File: src/include/atr_pkg.sv
// constants shared by the converter trigger, sequencer and result queue
package atr_pkg;
  // register offsets, 16-bit registers at printed offsets
  localparam logic [3:0]  OFF_GCR   = 4'h0;
  localparam logic [3:0]  OFF_ACR   = 4'h2;
  localparam logic [3:0]  OFF_CTL   = 4'h4;
  localparam logic [3:0]  OFF_START = 4'h6;
  localparam logic [3:0]  OFF_SDL   = 4'h8;
  localparam logic [3:0]  OFF_RES   = 4'hA;
  // reset values
  localparam logic [15:0] GCR_RST   = 16'h0000;
  localparam logic [15:0] ACR_RST   = 16'h0000;
  localparam logic [15:0] CTL_RST   = 16'h0000;
  localparam logic [15:0] SDL_RST   = 16'h0000;
  // global_analog_config fields
  localparam int B_CONVERTER_CLOCK_ENABLE     = 0;
  localparam int B_EXTIN     = 1;
  localparam int B_DIFF      = 2;
  localparam int F_MUX_LO    = 3;
  localparam int F_PANEL_LO  = 6;
  localparam int F_PREF_LO   = 9;
  localparam int F_NREF_LO   = 11;
  localparam int B_INTEN     = 14;
  localparam int B_MUXOUTEN  = 15;
  // panel_driver_select codes
  localparam logic [2:0] PANEL_X   = 3'h2;
  localparam logic [2:0] PANEL_Y   = 3'h1;
  localparam logic [2:0] PANEL_Z   = 3'h4;
  localparam logic [2:0] PANEL_PEN = 3'h5;
  // auxiliary_config fields
  localparam int B_CLOCK_SOURCE_SELECT    = 0;
  localparam int F_SYSDIV_LO = 4;
  localparam int F_ADCDIV_LO = 8;
  // conversion_control fields
  localparam int B_TRIGEXT   = 0;
  localparam int B_AUTO      = 1;
  localparam int B_POL       = 2;
  // start_delay_config fields
  localparam int F_SDLY_LO   = 0;
  localparam int F_CDLY_LO   = 8;
  // conversion_result_port fields
  localparam int B_PEN       = 13;
  localparam int B_OVF       = 14;
  localparam int B_DONE      = 15;
  // timing
  localparam int CLK_PERIOD_NS = 100;
  localparam int GLITCH_NS     = 10;
  localparam int GLITCH_RAW    = (GLITCH_NS + CLK_PERIOD_NS - 1) / CLK_PERIOD_NS;
  localparam int GLITCH_CYC    = (GLITCH_RAW < 1) ? 1 : GLITCH_RAW;
  // sequencer states
  typedef enum logic [3:0] {
    ST_IDLE = 4'h1,
    ST_WAIT = 4'h2,
    ST_CONV = 4'h4,
    ST_FILL = 4'h8
  } atr_state_t;
endpackage

File: src/core/atr_adc_control.sv
// converter control: triggers, start delay, sequencer, result port and panel drivers
//
// Decided for this implementation: the register offsets and strobed register access.
`timescale 1ns/10ps
// Summary of operation
// - a write to the start port makes a trigger unless the external source is selected; data ignored
// - external trigger fires on the edge chosen by the polarity bit
// - external trigger is glitch filtered; one-clock (100 ns) pulses still pass
// - once a trigger is accepted, all triggers ignored until conversion completes
// - automatic mode converts on every qualified edge unless busy
// - non-automatic mode needs a start write to prime; one edge per priming
// - after trigger, wait start delay count periods, then start the sequencer
// - sequencer converts, pushes the result into the queue, signals done
// - four-deep result queue, head at result port; each read pops
// - result into full queue sets overflow and is discarded
// - done and interrupt high while queue non-empty; interrupt low one clock after read, done stays high
// - wake output follows the same rule but rises before the interrupt
// - in pen-down mode wake output is done ORed with pen detector
// - panel code 101b enables pen mode and shows pen state in result port
// - clock source bit picks divided system clock or auxiliary clock 2
// - selected clock delayed by clock delay count units drives the converter
// - divider on the converter clock times the start delay stage
// - result queue runs on the system clock
// - input select steers the mux; external select picks mux or pin
// - code 010b drives X plate ends, 001b drives Y plate ends
// - code 100b drives Y high end and X low end for contact resistance
// - positive and negative reference select fields steer the reference muxes
// - clearing clock enable stops clocks, resets sequencer, cancels triggers
// - under emulation halt, result reads clear nothing; queue and done run on
module atr_adc_control
  import atr_pkg::*;
#(
  parameter int FIFO_DEPTH = 4,
  parameter int DATA_W     = 12
) (
  // clock and reset
  input  wire logic              ref_clk,
  input  wire logic              reset_n,
  // register port
  input  wire logic [3:0]        regAddr,
  input  wire logic [15:0]       regWrData,
  input  wire logic              regWrite,
  input  wire logic              regRead,
  output logic      [15:0]       regRdData,
  // trigger, clock and emulation inputs
  input  wire logic              extTrigIn,
  input  wire logic              auxClk2,
  input  wire logic              emuHalt,
  // converter core
  input  wire logic              convDone,
  input  wire logic [DATA_W-1:0] convData,
  input  wire logic              penDetect,
  output logic                   convStart,
  output logic                   convClkEn,
  output logic                   convPowerUp,
  // analog path control
  output logic      [2:0]        inputSelect,
  output logic                   externalInputSelect,
  output logic                   diffMode,
  output logic                   muxOutEnable,
  output logic      [1:0]        positiveRefSelect,
  output logic      [1:0]        negativeRefSelect,
  output logic                   xPlateHigh,
  output logic                   xPlateLow,
  output logic                   yPlateHigh,
  output logic                   yPlateLow,
  // system outputs
  output logic                   converterIrq,
  output logic                   wakeInputLine
);
  logic [15:0]       gcr_r;
  logic [15:0]       acr_r;
  logic [15:0]       ctl_r;
  logic [15:0]       sdl_r;
  logic              ovf_r;
  logic [15:0]       rdData_r;
  atr_state_t        state_r;
  atr_state_t        state_nxt;
  logic [7:0]        dlyCnt_r;
  logic              primed_r;
  logic [DATA_W-1:0] res_r;
  logic [3:0]        sysDivCnt_r;
  logic [3:0]        adcDivCnt_r;
  logic              auxPrev_r;
  logic [15:0]       clkDly_r;
  logic              adcTick_r;
  logic [GLITCH_CYC-1:0] extHist_r;
  logic              extFilt_r;
  logic              extFiltD_r;
  logic              convStart_r;
  logic              irq_r;
  logic              wake_r;
  logic [9:0]        anaCfg_r;
  logic [3:0]        plate_r;
  logic [DATA_W-1:0] fifoHead;
  logic              fifoEmpty;
  logic              fifoFull;

  // register decode
  function automatic logic hit(input logic [3:0] a, input logic [3:0] off);
    hit = (a == off);
  endfunction

  wire converter_clock_enable     = gcr_r[B_CONVERTER_CLOCK_ENABLE];
  wire wrGcr     = regWrite && hit(regAddr, OFF_GCR);
  wire wrAcr     = regWrite && hit(regAddr, OFF_ACR);
  // other registers are locked while the converter is disabled
  wire wrCtl     = regWrite && converter_clock_enable && hit(regAddr, OFF_CTL);
  wire wrSdl     = regWrite && converter_clock_enable && hit(regAddr, OFF_SDL);
  wire wrStart   = regWrite && converter_clock_enable && hit(regAddr, OFF_START);
  wire rdResult  = regRead && hit(regAddr, OFF_RES);
  wire clrOnRead = rdResult && !emuHalt;
  wire [2:0] panelSel  = gcr_r[F_PANEL_LO +: 3];
  wire       penMode   = (panelSel == PANEL_PEN);
  wire       penShown  = penMode && penDetect;

  // converter clock: divided system clock or auxiliary clock 2, then delayed
  wire [3:0] sysDiv    = acr_r[F_SYSDIV_LO +: 4];
  wire [3:0] adcDiv    = acr_r[F_ADCDIV_LO +: 4];
  wire [3:0] clkDlySel = sdl_r[F_CDLY_LO +: 4];
  wire       sysTick   = (sysDivCnt_r == 4'h0);
  wire       auxRise   = auxClk2 && !auxPrev_r;
  wire       srcTick   = acr_r[B_CLOCK_SOURCE_SELECT] ? auxRise : sysTick;
  wire [16:0] dlyTap   = {clkDly_r, srcTick};
  wire       adcTickNxt = converter_clock_enable && dlyTap[clkDlySel];
  // start delay stage is timed by a divider of the converter clock
  wire       delayTick = adcTick_r && (adcDivCnt_r == 4'h0);

  // trigger path
  wire       extAllSame = (&extHist_r) || !(|extHist_r);
  wire [GLITCH_CYC:0] extShift = {extHist_r, extTrigIn};
  wire       extRise    = extFilt_r && !extFiltD_r;
  wire       extFall    = !extFilt_r && extFiltD_r;
  wire       extEdge    = ctl_r[B_POL] ? extFall : extRise;
  wire       extSrc     = ctl_r[B_TRIGEXT];
  wire       extArmed   = ctl_r[B_AUTO] || primed_r;
  wire       softTrig   = wrStart && !extSrc;
  wire       extTrig    = converter_clock_enable && extSrc && extArmed && extEdge;
  wire       isIdle     = (state_r == ST_IDLE);
  wire       trigAccept = isIdle && (softTrig || extTrig);
  wire       seqPush    = (state_r == ST_FILL);
  wire       fifoPop    = clrOnRead;
  wire       ovfSet     = seqPush && fifoFull && !fifoPop;
  wire       nonEmptySoon = !fifoEmpty || seqPush;

  always_comb begin
    state_nxt = state_r;
    case (state_r)
      ST_IDLE: begin
        if (trigAccept) begin
          state_nxt = ST_WAIT;
        end
      end
      ST_WAIT: begin
        if (dlyCnt_r == 8'h00) begin
          state_nxt = ST_CONV;
        end
      end
      ST_CONV: begin
        if (convDone) begin
          state_nxt = ST_FILL;
        end
      end
      ST_FILL: begin
        state_nxt = ST_IDLE;
      end
      default: begin
        state_nxt = ST_IDLE;
      end
    endcase
  end

  // registers
  always_ff @(posedge ref_clk) begin
    if (!reset_n) begin
      gcr_r <= GCR_RST;
      acr_r <= ACR_RST;
      ctl_r <= CTL_RST;
      sdl_r <= SDL_RST;
    end else begin
      if (wrGcr) gcr_r <= regWrData;
      if (wrAcr) acr_r <= regWrData;
      if (wrCtl) ctl_r <= regWrData;
      if (wrSdl) sdl_r <= regWrData;
    end
  end

  // overflow: a clearing read frees a slot, so a same-cycle push never sets it and the read clears it
  always_ff @(posedge ref_clk) begin
    if (!reset_n) begin
      ovf_r <= 1'b0;
    end else if (ovfSet) begin
      ovf_r <= 1'b1;
    end else if (clrOnRead) begin
      ovf_r <= 1'b0;
    end
  end

  // read data one cycle after the strobe
  wire [15:0] resWord = {!fifoEmpty, ovf_r, penShown, 1'b0, fifoHead};
  always_ff @(posedge ref_clk) begin
    if (!reset_n) begin
      rdData_r <= 16'h0000;
    end else if (regRead) begin
      case (regAddr)
        OFF_GCR: rdData_r <= gcr_r;
        OFF_ACR: rdData_r <= acr_r;
        OFF_CTL: rdData_r <= ctl_r;
        OFF_SDL: rdData_r <= sdl_r;
        OFF_RES: rdData_r <= resWord;
        default: rdData_r <= 16'h0000;
      endcase
    end else begin
      rdData_r <= 16'h0000;
    end
  end

  // clock generation, all ticks derived from ref_clk so no crossing is needed
  always_ff @(posedge ref_clk) begin
    if (!reset_n || !converter_clock_enable) begin
      sysDivCnt_r <= 4'h0;
      adcDivCnt_r <= 4'h0;
      auxPrev_r   <= 1'b0;
      clkDly_r    <= 16'h0000;
      adcTick_r   <= 1'b0;
    end else begin
      sysDivCnt_r <= sysTick ? sysDiv : sysDivCnt_r - 4'h1;
      auxPrev_r   <= auxClk2;
      clkDly_r    <= {clkDly_r[14:0], srcTick};
      adcTick_r   <= adcTickNxt;
      if (adcTick_r) begin
        adcDivCnt_r <= (adcDivCnt_r == 4'h0) ? adcDiv : adcDivCnt_r - 4'h1;
      end
    end
  end

  // glitch filter: level accepted after GLITCH_CYC equal samples
  // a one-clock pulse already exceeds the minimum width, so it must pass
  always_ff @(posedge ref_clk) begin
    if (!reset_n) begin
      extHist_r  <= '0;
      extFilt_r  <= 1'b0;
      extFiltD_r <= 1'b0;
    end else begin
      extHist_r  <= extShift[GLITCH_CYC-1:0];
      extFiltD_r <= extFilt_r;
      if (extAllSame) begin
        extFilt_r <= extHist_r[0];
      end
    end
  end

  // sequencer, trigger priming and start delay
  always_ff @(posedge ref_clk) begin
    if (!reset_n || !converter_clock_enable) begin
      state_r     <= ST_IDLE;
      primed_r    <= 1'b0;
      dlyCnt_r    <= 8'h00;
      convStart_r <= 1'b0;
      res_r       <= '0;
    end else begin
      state_r     <= state_nxt;
      convStart_r <= (state_r == ST_WAIT) && (state_nxt == ST_CONV);
      if (trigAccept) begin
        dlyCnt_r <= sdl_r[F_SDLY_LO +: 8];
      end else if ((state_r == ST_WAIT) && delayTick && (dlyCnt_r != 8'h00)) begin
        dlyCnt_r <= dlyCnt_r - 8'h01;
      end
      if ((state_r == ST_CONV) && convDone) begin
        res_r <= convData;
      end
      // priming is used up by the accepted edge
      if (trigAccept && extTrig) begin
        primed_r <= 1'b0;
      end else if (wrStart && extSrc && !ctl_r[B_AUTO] && isIdle) begin
        primed_r <= 1'b1;
      end
    end
  end

  // interrupt and wake; wake looks one cycle ahead so it rises first
  always_ff @(posedge ref_clk) begin
    if (!reset_n) begin
      irq_r  <= 1'b0;
      wake_r <= 1'b0;
    end else begin
      irq_r  <= gcr_r[B_INTEN] && !fifoEmpty && !clrOnRead;
      wake_r <= (nonEmptySoon && !clrOnRead) || penShown;
    end
  end

  // analog path and panel drivers
  always_ff @(posedge ref_clk) begin
    if (!reset_n) begin
      anaCfg_r <= 10'h000;
      plate_r  <= 4'h0;
    end else begin
      anaCfg_r <= {gcr_r[B_MUXOUTEN], gcr_r[F_NREF_LO +: 2], gcr_r[F_PREF_LO +: 2],
                   gcr_r[B_DIFF], gcr_r[B_EXTIN], gcr_r[F_MUX_LO +: 3]};
      case (panelSel)
        PANEL_X: plate_r <= 4'b1100;
        PANEL_Y: plate_r <= 4'b0011;
        PANEL_Z: plate_r <= 4'b0110;
        default: plate_r <= 4'b0000;
      endcase
    end
  end

  atr_result_fifo #(
    .WIDTH (DATA_W),
    .DEPTH (FIFO_DEPTH)
  ) u_fifo (
    .ref_clk   (ref_clk),
    .reset_n   (reset_n),
    .flush     (1'b0),
    .pushValid (seqPush),
    .pushData  (res_r),
    .popReq    (fifoPop),
    .headData  (fifoHead),
    .empty     (fifoEmpty),
    .full      (fifoFull)
  );

  assign regRdData           = rdData_r;
  assign convStart           = convStart_r;
  assign convClkEn           = adcTick_r;
  assign convPowerUp         = gcr_r[B_CONVERTER_CLOCK_ENABLE];
  assign inputSelect         = anaCfg_r[2:0];
  assign externalInputSelect = anaCfg_r[3];
  assign diffMode            = anaCfg_r[4];
  assign positiveRefSelect   = anaCfg_r[6:5];
  assign negativeRefSelect   = anaCfg_r[8:7];
  assign muxOutEnable        = anaCfg_r[9];
  assign xPlateHigh          = plate_r[3];
  assign xPlateLow           = plate_r[2];
  assign yPlateHigh          = plate_r[1];
  assign yPlateLow           = plate_r[0];
  assign converterIrq        = irq_r;
  assign wakeInputLine       = wake_r;
endmodule

File: src/core/atr_result_fifo.sv
// result queue on the system clock, head visible combinationally
`timescale 1ns/10ps
module atr_result_fifo
  import atr_pkg::*;
#(
  parameter int WIDTH = 12,
  parameter int DEPTH = 4
) (
  // clock and reset
  input  wire logic             ref_clk,
  input  wire logic             reset_n,
  input  wire logic             flush,
  // write side
  input  wire logic             pushValid,
  input  wire logic [WIDTH-1:0] pushData,
  // read side
  input  wire logic             popReq,
  output logic      [WIDTH-1:0] headData,
  output logic                  empty,
  output logic                  full
);
  localparam int AW = $clog2(DEPTH);
  logic [WIDTH-1:0] mem [DEPTH];
  logic [AW-1:0]    wrPtr_r;
  logic [AW-1:0]    rdPtr_r;
  logic [AW:0]      count_r;
  wire              doPop  = popReq && !empty;
  // a push into a full queue is dropped unless a pop frees the slot in the same cycle
  wire              doPush = pushValid && (!full || doPop);
  wire [AW-1:0]     wrNext = (wrPtr_r == AW'(DEPTH - 1)) ? '0 : wrPtr_r + 1'b1;
  wire [AW-1:0]     rdNext = (rdPtr_r == AW'(DEPTH - 1)) ? '0 : rdPtr_r + 1'b1;

  assign empty    = (count_r == '0);
  assign full     = (count_r == (AW+1)'(DEPTH));
  assign headData = mem[rdPtr_r];

  always_ff @(posedge ref_clk) begin
    if (doPush) begin
      mem[wrPtr_r] <= pushData;
    end
  end

  always_ff @(posedge ref_clk) begin
    if (!reset_n || flush) begin
      wrPtr_r <= '0;
      rdPtr_r <= '0;
      count_r <= '0;
    end else begin
      if (doPush) begin
        wrPtr_r <= wrNext;
      end
      if (doPop) begin
        rdPtr_r <= rdNext;
      end
      count_r <= count_r + (AW+1)'(doPush) - (AW+1)'(doPop);
    end
  end
endmodule

File: config.mk
export PLATFORM = sky130hd
export DESIGN_NAME = atr_adc_control
export DESIGN_NICKNAME = d
export VERILOG_FILES = /design/src/include/atr_pkg.sv /design/src/core/atr_adc_control.sv /design/src/core/atr_result_fifo.sv
export SDC_FILE = /design/constraint.sdc
export NUM_CORES = 1
export LEC_CHECK = 0
export BUFFER_PORTS_ARGS = -buffer_cell sky130_fd_sc_hd__buf_2
export CORE_MARGIN = 2
export CORE_UTILIZATION = 40
export DETAILED_ROUTE_END_ITERATION = 10
export GPL_TIMING_DRIVEN = 0
export PLACE_DENSITY = 0.64
export SYNTH_ARGS = -nofsm -noshare
export SYNTH_HDL_FRONTEND = slang
export SYNTH_SLANG_ARGS = --single-unit
File: constraint.sdc
create_clock -name ref_clk -period 5.56 [get_ports ref_clk]
set_clock_uncertainty 0.05 [all_clocks]
set_input_delay 0.834 -clock ref_clk [delete_from_list [all_inputs] [get_ports ref_clk]]
set_output_delay 0.834 -clock ref_clk [all_outputs]
set_load 0.01 [all_outputs]
Word level (Yosys, flattened, before mapping)
Memories as Yosys holds them, arrays and structs flattened. A register that Yosys moved wholly into a read port is not among the register bits.
Index checks and enable logic that the tools add are counted.
Storage, ports and cells
  bits in registers: 158
  bits in latches: 0
  bits in writable memories: 48
  bits in read-only memories: 0
  bits of input ports: 41
  output and inout port bits: 35
  word-level logic and storage cells: 135
  memories kept: 1
Memories
  u_fifo.mem: depth 4, width 12, read ports 1, clocked after memory_dff 1, write ports 1, line atr_result_fifo.sv:23  | logic [WIDTH-1:0] mem [DEPTH];
Operators by class
  $add $sub $neg: 7
  $mul: 0
  div/mod/pow operators: 0
  order comparisons: 1
  equality and inequality tests: 17
  shift-type cells: 0
  muxes and demuxes: 22
  bitwise logic cells: 0
  reduce and logical (&&, ||, !) cells: 61
Operator list (number)
  16-bit case mux with 5 select lines: 1
  1-bit logical AND: 34
  4-bit case mux with 3 select lines: 2
  4-bit 2-to-1 mux: 5
  4-bit by 3-bit == test with 1-bit output (second input constant): 4
  8-bit 2-to-1 mux: 2
  4-bit == test (second input constant): 3
  4-bit zero test: 3
  1-bit zero test: 11
  3-bit == test (second input constant): 3
  4-bit by 2-bit == test with 1-bit output (second input constant): 2
  8-bit zero test: 1
  2-bit 2-to-1 mux: 4
  8-bit nonzero test: 1
  4-bit by 1-bit subtractor with 4-bit output (second input constant): 2
  8-bit by 1-bit subtractor with 8-bit output (second input constant): 1
  1-bit 2-to-1 mux: 7
  1-bit logical OR: 6
  4-bit by 6-bit less-than comparator with 1-bit output (second input constant): 1
  2-bit by 1-bit adder with 2-bit output (second input constant): 2
  1-bit binary-select mux with 4-bit select: 1
  2-bit == test (second input constant): 2
  4-bit by 1-bit == test with 1-bit output (second input constant): 1
  2-bit nonzero test: 2
  other kinds (7): 7

Longest topological paths before layout
Gate-level depths: netlist (run 1).
  depth in word-level cells: 10
  depth in mapped cells: 11
  gate-level depth less buffers: 9

Modules after synthesis
A second synthesis (run 1) with hierarchy kept.
Unflattened totals
  cells, all modules: 797
  area total of the unflattened synthesis: 8311.7 sq um
Modules (own cells, without submodules)
  atr_adc_control: instances 1, cells an instance 685, area each 6114.6 sq um
  atr_result_fifo: instances 1, cells an instance 112, area each 2197.1 sq um

Worst setup path before layout (run 1)
OpenSTA, ideal clock, no wires.
  path kind: in2reg
  from: in regAddr[0]
  to: reg u_fifo.count_r[2]
  arrival: 2.901 ns
  data required time: 5.395 ns
  setup slack: 2.494 ns
  cell stages on the path: 11
  buffers on the path: 2
  path through: clkbuf_1 nor4bb_1 clkbuf_1 nand3b_1 nor2b_1 ha_1 inv_1 ha_1 fa_1 xnor2_1 and2_1
On the way
  cells in the longest elaborated chain, start to end: 8
Ends and longest elaborated chain
  from (decl): line atr_adc_control.sv:40  | input wire logic [3:0] regAddr,
  4-bit == test *: line atr_adc_control.sv:101  | hit = (a == off);
  1-bit logical AND *: line atr_adc_control.sv:111  | wire rdResult = regRead && hit(regAddr, OFF_RES);
  1-bit logical AND *: line atr_adc_control.sv:112  | wire clrOnRead = rdResult && !emuHalt;
  1-bit logical AND *: line atr_result_fifo.sv:27  | wire doPop = popReq && !empty;
  via u_fifo.doPop: line atr_result_fifo.sv:27
  1-bit logical OR: line atr_result_fifo.sv:29  | wire doPush = pushValid && (!full || doPop);
  1-bit logical AND: line atr_result_fifo.sv:29
  3-bit by 1-bit adder with 3-bit output: line atr_result_fifo.sv:55  | count_r <= count_r + (AW+1)'(doPush) - (AW+1)'(doPop);
  3-bit by 1-bit subtractor with 3-bit output *: line atr_result_fifo.sv:55
  to (signal assigned): line atr_result_fifo.sv:55
  to (decl): line atr_result_fifo.sv:26  | logic [AW:0] count_r;
The timed path passes the listed nets; every way through them passes the cells marked *.
A chain may end at the register's enable or synchronous reset.

Worst setup path after layout (run 1)
Ends and elaborated chain as after synthesis.

==> flow_summary.toml, run 1 <==
[outcome]
status = "complete, no violations"

[setup_path]
startpoint = "regAddr[0]"
path_class = "input pin to flip-flop"
crit_slowest_cell = "clkbuf_1"
arrival_ns = 3.38
path_cells = "clkbuf_1 > nor4bb_1 > clkbuf_1 > nand3b_1 > nor2b_1 > ha_1 > inv_1 > ha_1 > fa_1 > xnor2_1 > and2_1"
slowest_delay_ns = 0.39
cp-start-kind = "input pin"
path_max_fanout = 7
required_ns = 5.90
cp-end-kind = "flip-flop"
timing.rr.start = "state_r[3]"

[sta]
setup_viol = 0
setup_slack_ns = 2.527
tightest_slew_ns = 1.148
tns_ns = 0
grt_setup_unrepaired = "no"
finalHoldViolCount = 0
max_slew_margin_pct = 22.37
maxSlewViolCount = 0
period_share_pct = 54.56
fmax_mhz = 329.7
layout_min_cycle_time_ns = 3.033

[synth]
synth_fp_nets = 829
synth-seq-area-share_pct = 56.28
synth_edf_count = 48
synth_warnings = 0
async_flop_share_pct = 0
syn_area_per_cell_um2 = 10.62
netlist_instances = 777
synth_ff_type = "dfxtp_1"
ys_types = 63
netlist_area_mm2 = 0.008253
ys_ff_latch = 208

[floorplanning]
start_util_pct = 40.79
rows = 52
die_x_um = 147.6
dieArea_mm2 = 0.02180
ioPinCount = 76
design.core.area_mm2 = 0.02023
chipHeight_um = 147.6

[cells_and_area]
finalNonFillerCells = 1157
drive_gt1_share_pct = 16.70
final_common_cell = "dfxtp_1"
syn2layout_area_growth_pct = 16.98
nFillCells = 1902
most-common-layout-cells = "160 x dfxtp_1, 157 x nand2_1, 80 x buf_2"
fin_nets = 922

[clock_tree]
cts_made_buffers = 22
cts_tree = "yes"
htreeDepth = 1
clock_sinks = 208
worst_skew_pair.late_latency_ns = 0.50
clock_tree.buffer_depth = 3
ctsHoldBuffers = 0
cts_root_buffer = "clkbuf_16"
postCtsResizedCells = 0
clkTransAtPathRegs_ns = 0.06
post_cts_buffers = 0

[grt]
grt_max_degree = 15
overflow = 0
grtUsageMet2_pct = 31.47
grt_pass1_vias = 5833
grt.busiest_layer = "met2"
antenna_found_initial = 1
grt_pass1_wl_um = 32750
track_usage_pct = 19.47
met3_usage_pct = 3.827
use_met1_pct = 26.50

[power_and_ir_drop]
p_per_area_mw_per_mm2 = 317.6
leakage_nw = 3.654
vdd_ir_drop_max_uv = 224.3

[worst_hold_path]
hold_class = "flip-flop to flip-flop"
hold_start = "extHist_r"

[routing]
dr.pass1.iters = 4
wl_um = 21240
postRouteAntennaNets = 0
wl_per_cell_um = 18.36
drc = 0
initialDrtViolationCount = 320
via_per_inst = 5.286
dr_total_vias = 6116

[placement]
placed_cells = 1116
place_congestion = 0.8892
numPortBuffers = 69
hpwl_um = 14970
place_ws_ns = 2.027

[job]
max-cap-violations = 0
==> worst max-delay path: cells and delay by family <==
kind                     cells  cell delay [ns]
XOR/XNOR                     1             0.13
adder cells (fa/ha/maj)      3             0.73
buffers and inverters        3             0.58
AND/OR/NAND/NOR              4             1.09
==> power breakdown <==
group	leakage [nW]	total (W)	switching [W]	internal, W
combinational	1.45	0.0000763	0.0000495	0.0000268
clock	0.352	0.00144	0.000601	0.000843
sequential	1.85	0.00155	0.00000335	0.00154
total	3.65	0.00307	0.000654	0.00241
==> worst paths after layout <==
path | endpoint | slack (ns) | cells past startpoint
setup / recovery | u_fifo.count_r[2] | 2.53 | 11
hold / removal | extFilt_r | 0.40 | 1
setup reg to reg | u_fifo.mem[0][10] | 2.58 | 4
hold reg to reg | extFilt_r | 0.40 | 1
==> flip-flops by register name (all words and copies together) (netlist names), 10 cells and up, named ones only <==
register    cells
acr_r          16
anaCfg_r       10
clkDly_r       15
ctl_r          16
gcr_r          16
regRdData      16
res_r          12
sdl_r          16
u_fifo.mem     48
==> area by class of cell <==
type	instances	area, µm²	share of cell area (%)
Sequential cell	208	4644	48.11
Multi-Input combinational cell	505	3347	34.67
Clock buffer	29	628.1	6.506
Timing Repair Buffer	69	345.3	3.577
Tap cell	270	337.8	3.499
Buffer	48	201.4	2.087
Clock inverter	11	87.58	0.9072
Inverter	16	60.06	0.6221
Antenna cell	1	2.502	0.02592
==> kinds of logic (layout without fill, tap and decap cells) <==
| logic type | Yosys count | count (layout) | synth area share [%] |
|---|---|---|---|
| AO/OA/AOI/OAI | 161 | 161 | 13.93 |
| XOR/XNOR | 5 | 5 | 0.5306 |
| adder cells (fa/ha/maj) | 11 | 11 | 1.759 |
| buffers and inverters | 64 | 173 | 3.168 |
| flip-flops | 208 | 208 | 56.28 |
| multiplexers | 38 | 38 | 7.110 |
| other | 0 | 1 | 0 |
| AND/OR/NAND/NOR | 290 | 290 | 17.22 |
==> metal layers <==
metal	vias to the layer above	routed length, µm
met1	2937	9565
met3	46	1386
met4	0	661
met2	193	9629
li1	2940	-
met5	-	0
==> synthesized netlist by cell type, drive strengths merged (3+ instances only) <==
master    n  area share [%]
nor4      6            0.71
xnor2     4            0.42
o21ai     7            0.42
nor3      8            0.55
and2     23             1.7
or4b      3            0.41
a21boi   65             5.9
nand3     6            0.36
nor4b     3            0.47
a31oi    23             1.8
nand2   158             7.3
a22oi    31             2.8
mux4     16             4.4
mux2i    20             2.4
and3     17             1.3
a21oi    15            0.91
inv      16            0.73
clkbuf   34             1.5
nor2b     8            0.61
nor2     31             1.4
nor3b     5            0.45
buf      14            0.89
or3       4            0.30
ha       10             1.5
dfxtp   160              39
nand2b    6            0.45
edfxtp   48              17
a211oi    4            0.36
nand3b    3            0.27
==> through the flow <==
step / instance area [µm²] / hold slack, ns / utilization (%) / power, W
floorplan: 8253 / 0.3619 / - / 0.001614
global placement: 8936 / 0.3819 / 44.16 / 0.001655
global route: 9652 / 0.4362 / 47.70 / 0.003156
detailed placement: 8936 / 0.3945 / 44.16 / 0.001655
finish: 9654 / 0.3974 / 47.71 / 0.003067
CTS: 9652 / 0.4052 / 47.70 / 0.003092
Power figures use the tool's default switching activity.
==> inputs of run 2 (changes only) <==
- clock period: 5.56 -> 3 ns (I/O delays scaled with it)
==> run 2 against run 1 <==
  * Design area about the same
  * Power rose by 85%
  * Highest routed layer unchanged
  * Sequential cell count did not move
  * Clock power is 86% higher
  * Cell count unchanged
  * Combinational power grew 85%
  * Largest power group unchanged
  * Hold slack lost 0.29 ns
  * Worst setup slack got worse by 2.2 ns
  * Sequential power is 85% higher
  * Wire length increased by 0.12%
  * Register-to-register slack got worse by 2.2 ns
  * Count of clock-buffer cells in the layout is the same
==> flow_summary.toml, run 2 (synthesis results as in run 1) <==
[worst_hold_path]
hold_depth = 2
hold_class = "input pin to flip-flop"

[placement]
numPortBuffers = 69
place_congestion = 0.8892
placed_cells = 1116
place_ws_ns = -0.1485
hpwl_um = 14970

[setup_path]
path_max_fanout = 7
critPathCapture = "u_fifo.count_r[2]"
path_class = "input pin to flip-flop"
r2r_slack_ns = 0.39
startpoint = "regAddr[0]"
worstRegToRegCells = 4
cp-start-kind = "input pin"
arrival_ns = 2.99
rr_endpoint = "u_fifo.mem[2][10]"
timing.rr.start = "state_r[3]"
cp-end-kind = "flip-flop"
required_ns = 3.34

[grt]
track_usage_pct = 19.47
grt_pass1_wl_um = 32780
grt_max_degree = 15
grt_pass1_vias = 5835
overflow = 0
antenna_found_initial = 1

[clock_tree]
htreeDepth = 1
clock_tree.buffer_depth = 3
worst_skew_pair.late_latency_ns = 0.50
cts_made_buffers = 22
clkTransAtPathRegs_ns = 0.06
clock_sinks = 208
cts_root_buffer = "clkbuf_16"
post_cts_buffers = 0
postCtsResizedCells = 1
ctsHoldBuffers = 0
cts_tree = "yes"

[job]
max-cap-violations = 0

[cells_and_area]
most-common-layout-cells = "160 x dfxtp_1, 157 x nand2_1, 80 x buf_2"
seq_area_mm2 = 0.004644
syn2layout_area_growth_pct = 17.06
finalNonFillerCells = 1157
multi_input_area_mm2 = 0.003353
drive_gt1_share_pct = 16.82
final_common_cell = "dfxtp_1"
nFillCells = 1898
top_register = "u_fifo.mem"
fin_nets = 922
largest_register_ff_count = 48

[sta]
tightest_slew_ns = 1.051
timing.hold.ws_ns = 0.1047
fmax_mhz = 377.6
setup_viol = 0
period_share_pct = 88.29
max_slew_margin_pct = 29.75
maxSlewViolCount = 0
layout_min_cycle_time_ns = 2.649
grt_setup_unrepaired = "no"
setup_slack_ns = 0.3514
finalHoldViolCount = 0
tns_ns = 0

[power_and_ir_drop]
clkPwrFrac_pct = 47.1
leakage_nw = 3.654
internal_power_w = 0.004471
p_per_area_mw_per_mm2 = 588.6
swShare_pct = 21.37
p_sw_w = 0.001215
seqPwrFrac_pct = 50.4
combPwrFrac_pct = 2.5
vdd_ir_drop_max_uv = 414.8

[routing]
initialDrtViolationCount = 350
drc = 0
wl_per_cell_um = 18.38
dr.pass1.iters = 5
postRouteAntennaNets = 0
dr_total_vias = 6136
via_per_inst = 5.303
wl_um = 21270

[floorplanning]
dieArea_mm2 = 0.02180
die_x_um = 147.6
ioPinCount = 76
start_util_pct = 40.79
rows = 52
chipHeight_um = 147.6
design.core.area_mm2 = 0.02023

[outcome]
status = "complete, no violations"
==> run 2: changes by cell type in the layout (fill, tap and decap cells not counted) <==
cell     change
nor4b_1      -1
nor4b_2      +1
==> run 2: power by group through the flow <==
stage	Sequential, W	Combinational [W]	Clock (W)
2_1_floorplan	0.00293	0.0000660	0
3_3_place_gp	0.00293	0.000140	0
3_5_place_dp	0.00293	0.000140	0
4_1_cts	0.00287	0.000141	0.00273
5_1_grt	0.00286	0.000151	0.00283
6_report	0.00287	0.000141	0.00268
==> run 2: metal layers <==
layer | up-vias | routed length, µm | share of wire, % | track usage [%]
met5 | - | 0 | 0 | 0
met4 | 0 | 694 | 3.3 | 6.490
met3 | 48 | 1458 | 6.9 | 3.858
met2 | 198 | 9609 | 45 | 31.23
met1 | 2942 | 9505 | 45 | 26.54
li1 | 2948 | - | - | -
==> run 2: how the worst min path moves through the flow <==
stage	to	slack (ns)	from
2_1_floorplan	extFilt_r	0.36	extHist_r
3_3_place_gp	extFilt_r	0.38	extHist_r
3_5_place_dp	extFilt_r	0.39	extHist_r
4_1_cts	extHist_r	0.1	extTrigIn
5_1_grt	extHist_r	0.10	extTrigIn
6_report	extHist_r	0.10	extTrigIn
==> run 2: final cells by class <==
class | count | share of cell area [%]
multi-input cells | 505 | 34.71
flip-flops and latches | 208 | 48.08
well taps | 270 | 3.497
clock inverters | 11 | 0.9066
inverters | 16 | 0.6217
repair buffers | 69 | 3.575
diodes | 1 | 0.02590
clock buffers | 29 | 6.502
plain buffers | 48 | 2.085
==> run 2: critical path, stage by stage <==
cell      delay [ns]
clkbuf_1        0.16
nor4bb_1        0.30
clkbuf_1        0.39
nand3b_1        0.30
nor2b_1         0.34
ha_1            0.18
inv_1           0.03
ha_1            0.18
fa_1            0.37
xnor2_1         0.13
and2_1          0.15
==> run 2: through the flow <==
step | power [W] | util [%] | cell area (µm²)
2_1_floorplan | 0.002992 | - | 8253
3_3_place_gp | 0.003067 | 44.16 | 8936
3_5_place_dp | 0.003068 | 44.16 | 8936
4_1_cts | 0.005731 | 47.73 | 9658
5_1_grt | 0.005850 | 47.73 | 9658
6_report | 0.005686 | 47.74 | 9661
==> inputs of run 3 (changes only) <==
- CORE_UTILIZATION: 40 -> 45
- PLACE_DENSITY: 0.64 -> 0.7
==> run 3 against run 2 <==
  * Count of clock-buffer cells in the layout increased by 4
  * First-iteration DRC count increased by 30%
  * Register-to-register slack improved by 0.07 ns
  * Die area decreased by 11%
  * Sequential cell count unchanged
  * Cell count decreased by 3.6%
  * Via count decreased by 0.64%
  * Non-clock buffer count unchanged
  * Critical path type unchanged
  * Largest cell class unchanged
  * Largest power group unchanged
==> flow_summary.toml, run 3 (synthesis results as in run 1) <==
[routing]
initialDrtViolationCount = 454
drc = 0
wl_um = 20820
via_per_inst = 5.468
wl_per_cell_um = 18.68
postRouteAntennaNets = 0
dr_total_vias = 6097
dr.pass1.iters = 7

[floorplanning]
design.core.area_mm2 = 0.01796
chipHeight_um = 139.4
die_x_um = 139.4
rows = 49
dieArea_mm2 = 0.01944
start_util_pct = 45.94
ioPinCount = 76

[power_and_ir_drop]
p_per_area_mw_per_mm2 = 586.9
internal_power_w = 0.004482
leakage_nw = 3.650
clkPwrFrac_pct = 46.6
total_power_w = 0.005631
vdd_ir_drop_max_uv = 565.9
seqPwrFrac_pct = 50.9
p_sw_w = 0.001149
swShare_pct = 20.41
combPwrFrac_pct = 2.5

[clock_tree]
clkTransAtPathRegs_ns = 0.05
cts_tree = "yes"
clock_tree.buffer_depth = 3
htreeDepth = 1
cts_made_buffers = 23
worst_skew_pair.late_latency_ns = 0.50
post_cts_buffers = 0
clock_sinks = 208
cts_root_buffer = "clkbuf_16"

[placement]
hpwl_um = 14600
dpl_cell_area_mm2 = 0.008885
place_congestion = 0.8775
numPortBuffers = 69

[setup_path]
worst-path-buf-inv = 3
path_max_fanout = 7
arrival_ns = 2.97
cpLargestDelayFamily = "simple AND/OR/NAND/NOR gates"
required_ns = 3.34
path_cells = "clkbuf_1 > nor4bb_1 > clkbuf_1 > nand3b_1 > nor2b_1 > ha_1 > inv_1 > ha_1 > fa_1 > xnor2_1 > and2_1"
crit_slowest_cell = "clkbuf_1"
slowest_delay_ns = 0.39
cp-start-kind = "input pin"
path_class = "input pin to flip-flop"
cp-end-kind = "flip-flop"

[sta]
finalHoldViolCount = 0
max_slew_margin_pct = 23.82
tns_ns = 0
fmax_mhz = 379.4
tightest_slew_ns = 1.140
period_share_pct = 87.85
grt_setup_unrepaired = "no"
layout_min_cycle_time_ns = 2.636
setup_viol = 0
maxSlewViolCount = 0

[cells_and_area]
top_register = "u_fifo.mem"
final_common_cell = "dfxtp_1"
fin_nets = 923
drive_gt1_share_pct = 16.25
syn2layout_area_growth_pct = 16.25
postLayoutCellArea_mm2 = 0.009594
most-common-layout-cells = "160 x dfxtp_1, 157 x nand2_1, 80 x buf_2"
nFillCells = 1643
largest_register_ff_count = 48
antenna_cells = 0

[grt]
grt_max_degree = 15
antenna_found_initial = 0
overflow = 0
grt_pass1_vias = 5786
grt_pass1_wl_um = 32270
track_usage_pct = 21.26

[job]
max-cap-violations = 0

[outcome]
status = "complete, no violations"

[worst_hold_path]
hold_class = "input pin to flip-flop"
[run 3: changes by cell type in the layout (fill, tap and decap cells not counted)]
| cell | previous run | this run |
|---|---|---|
| clkbuf_1 | 37 | 42 |
| clkbuf_16 | 23 | 24 |
| clkbuf_8 | 3 | 1 |
| clkinv_2 | 6 | 5 |
| clkinv_4 | 1 | 0 |
| clkinvlp_4 | 2 | 0 |
| diode_2 | 1 | 0 |
[run 3: cell type report]
class	instances	area, µm²	share of cell area (%)
tap	229	286.5	2.986
clock buffer	33	644.4	6.716
sequential	208	4644	48.41
timing repair buffer	69	345.3	3.599
clock inverter	7	58.81	0.6129
multi-input combinational	505	3353	34.95
buffer	48	201.4	2.100
inverter	16	60.06	0.6260
[run 3: worst register-to-register path, cell delays in order, from the launching register on]
cell and delay [ns]:
dfxtp_1 0.46, nor4b_2 0.56, inv_1 0.11, a31oi_2 0.35, and2_1 0.63
[run 3: layer usage]
metal	GRT usage [%]	wire (µm)	vias to the layer above
li1	-	-	2938
met1	28.88	8988	2891
met2	34.03	9708	224
met3	3.648	1419	44
met4	8.506	709	0
met5	0	0	-
[run 3: path summary, 6_finish.rpt]
kind              start           endpoint  slack, ns  depth (start not counted)
min reg2reg   extHist_r          extFilt_r       0.38                          1
min           extTrigIn          extHist_r       0.11                          2
max          regAddr[0]  u_fifo.count_r[2]       0.36                         11
max reg2reg  state_r[3]   u_fifo.mem[2][7]       0.46                          4
[run 3: power groups by stage]
stage	sequential (W)	combinational, W	clock [W]
after floorplan	0.00293	0.0000660	0
final	0.00287	0.000141	0.00262
after global placement	0.00293	0.000138	0
after detailed placement	0.00293	0.000139	0
after global routing	0.00287	0.000151	0.00280
after CTS	0.00287	0.000140	0.00268
[run 3: through the flow]
step           cells  worst slack, ns  utilization, %  hold WS, ns
6_report        1115           0.3644           53.41       0.1113
5_1_grt         1115          0.08957           53.41       0.1224
4_1_cts         1115          0.08873           53.37      0.09316
3_5_place_dp    1075          -0.1426           49.46       0.3703
3_3_place_gp    1075          -0.1055           49.46       0.3695
2_1_floorplan    777           0.3177               -       0.3619
[run 3: what timing repair did]
| action | in CTS | in global routing |
|---|---|---|
| gates resized for setup | 0 | 1 |
| hold buffers | 0 | 0 |
| setup endpoints to repair | 0 | 48 |
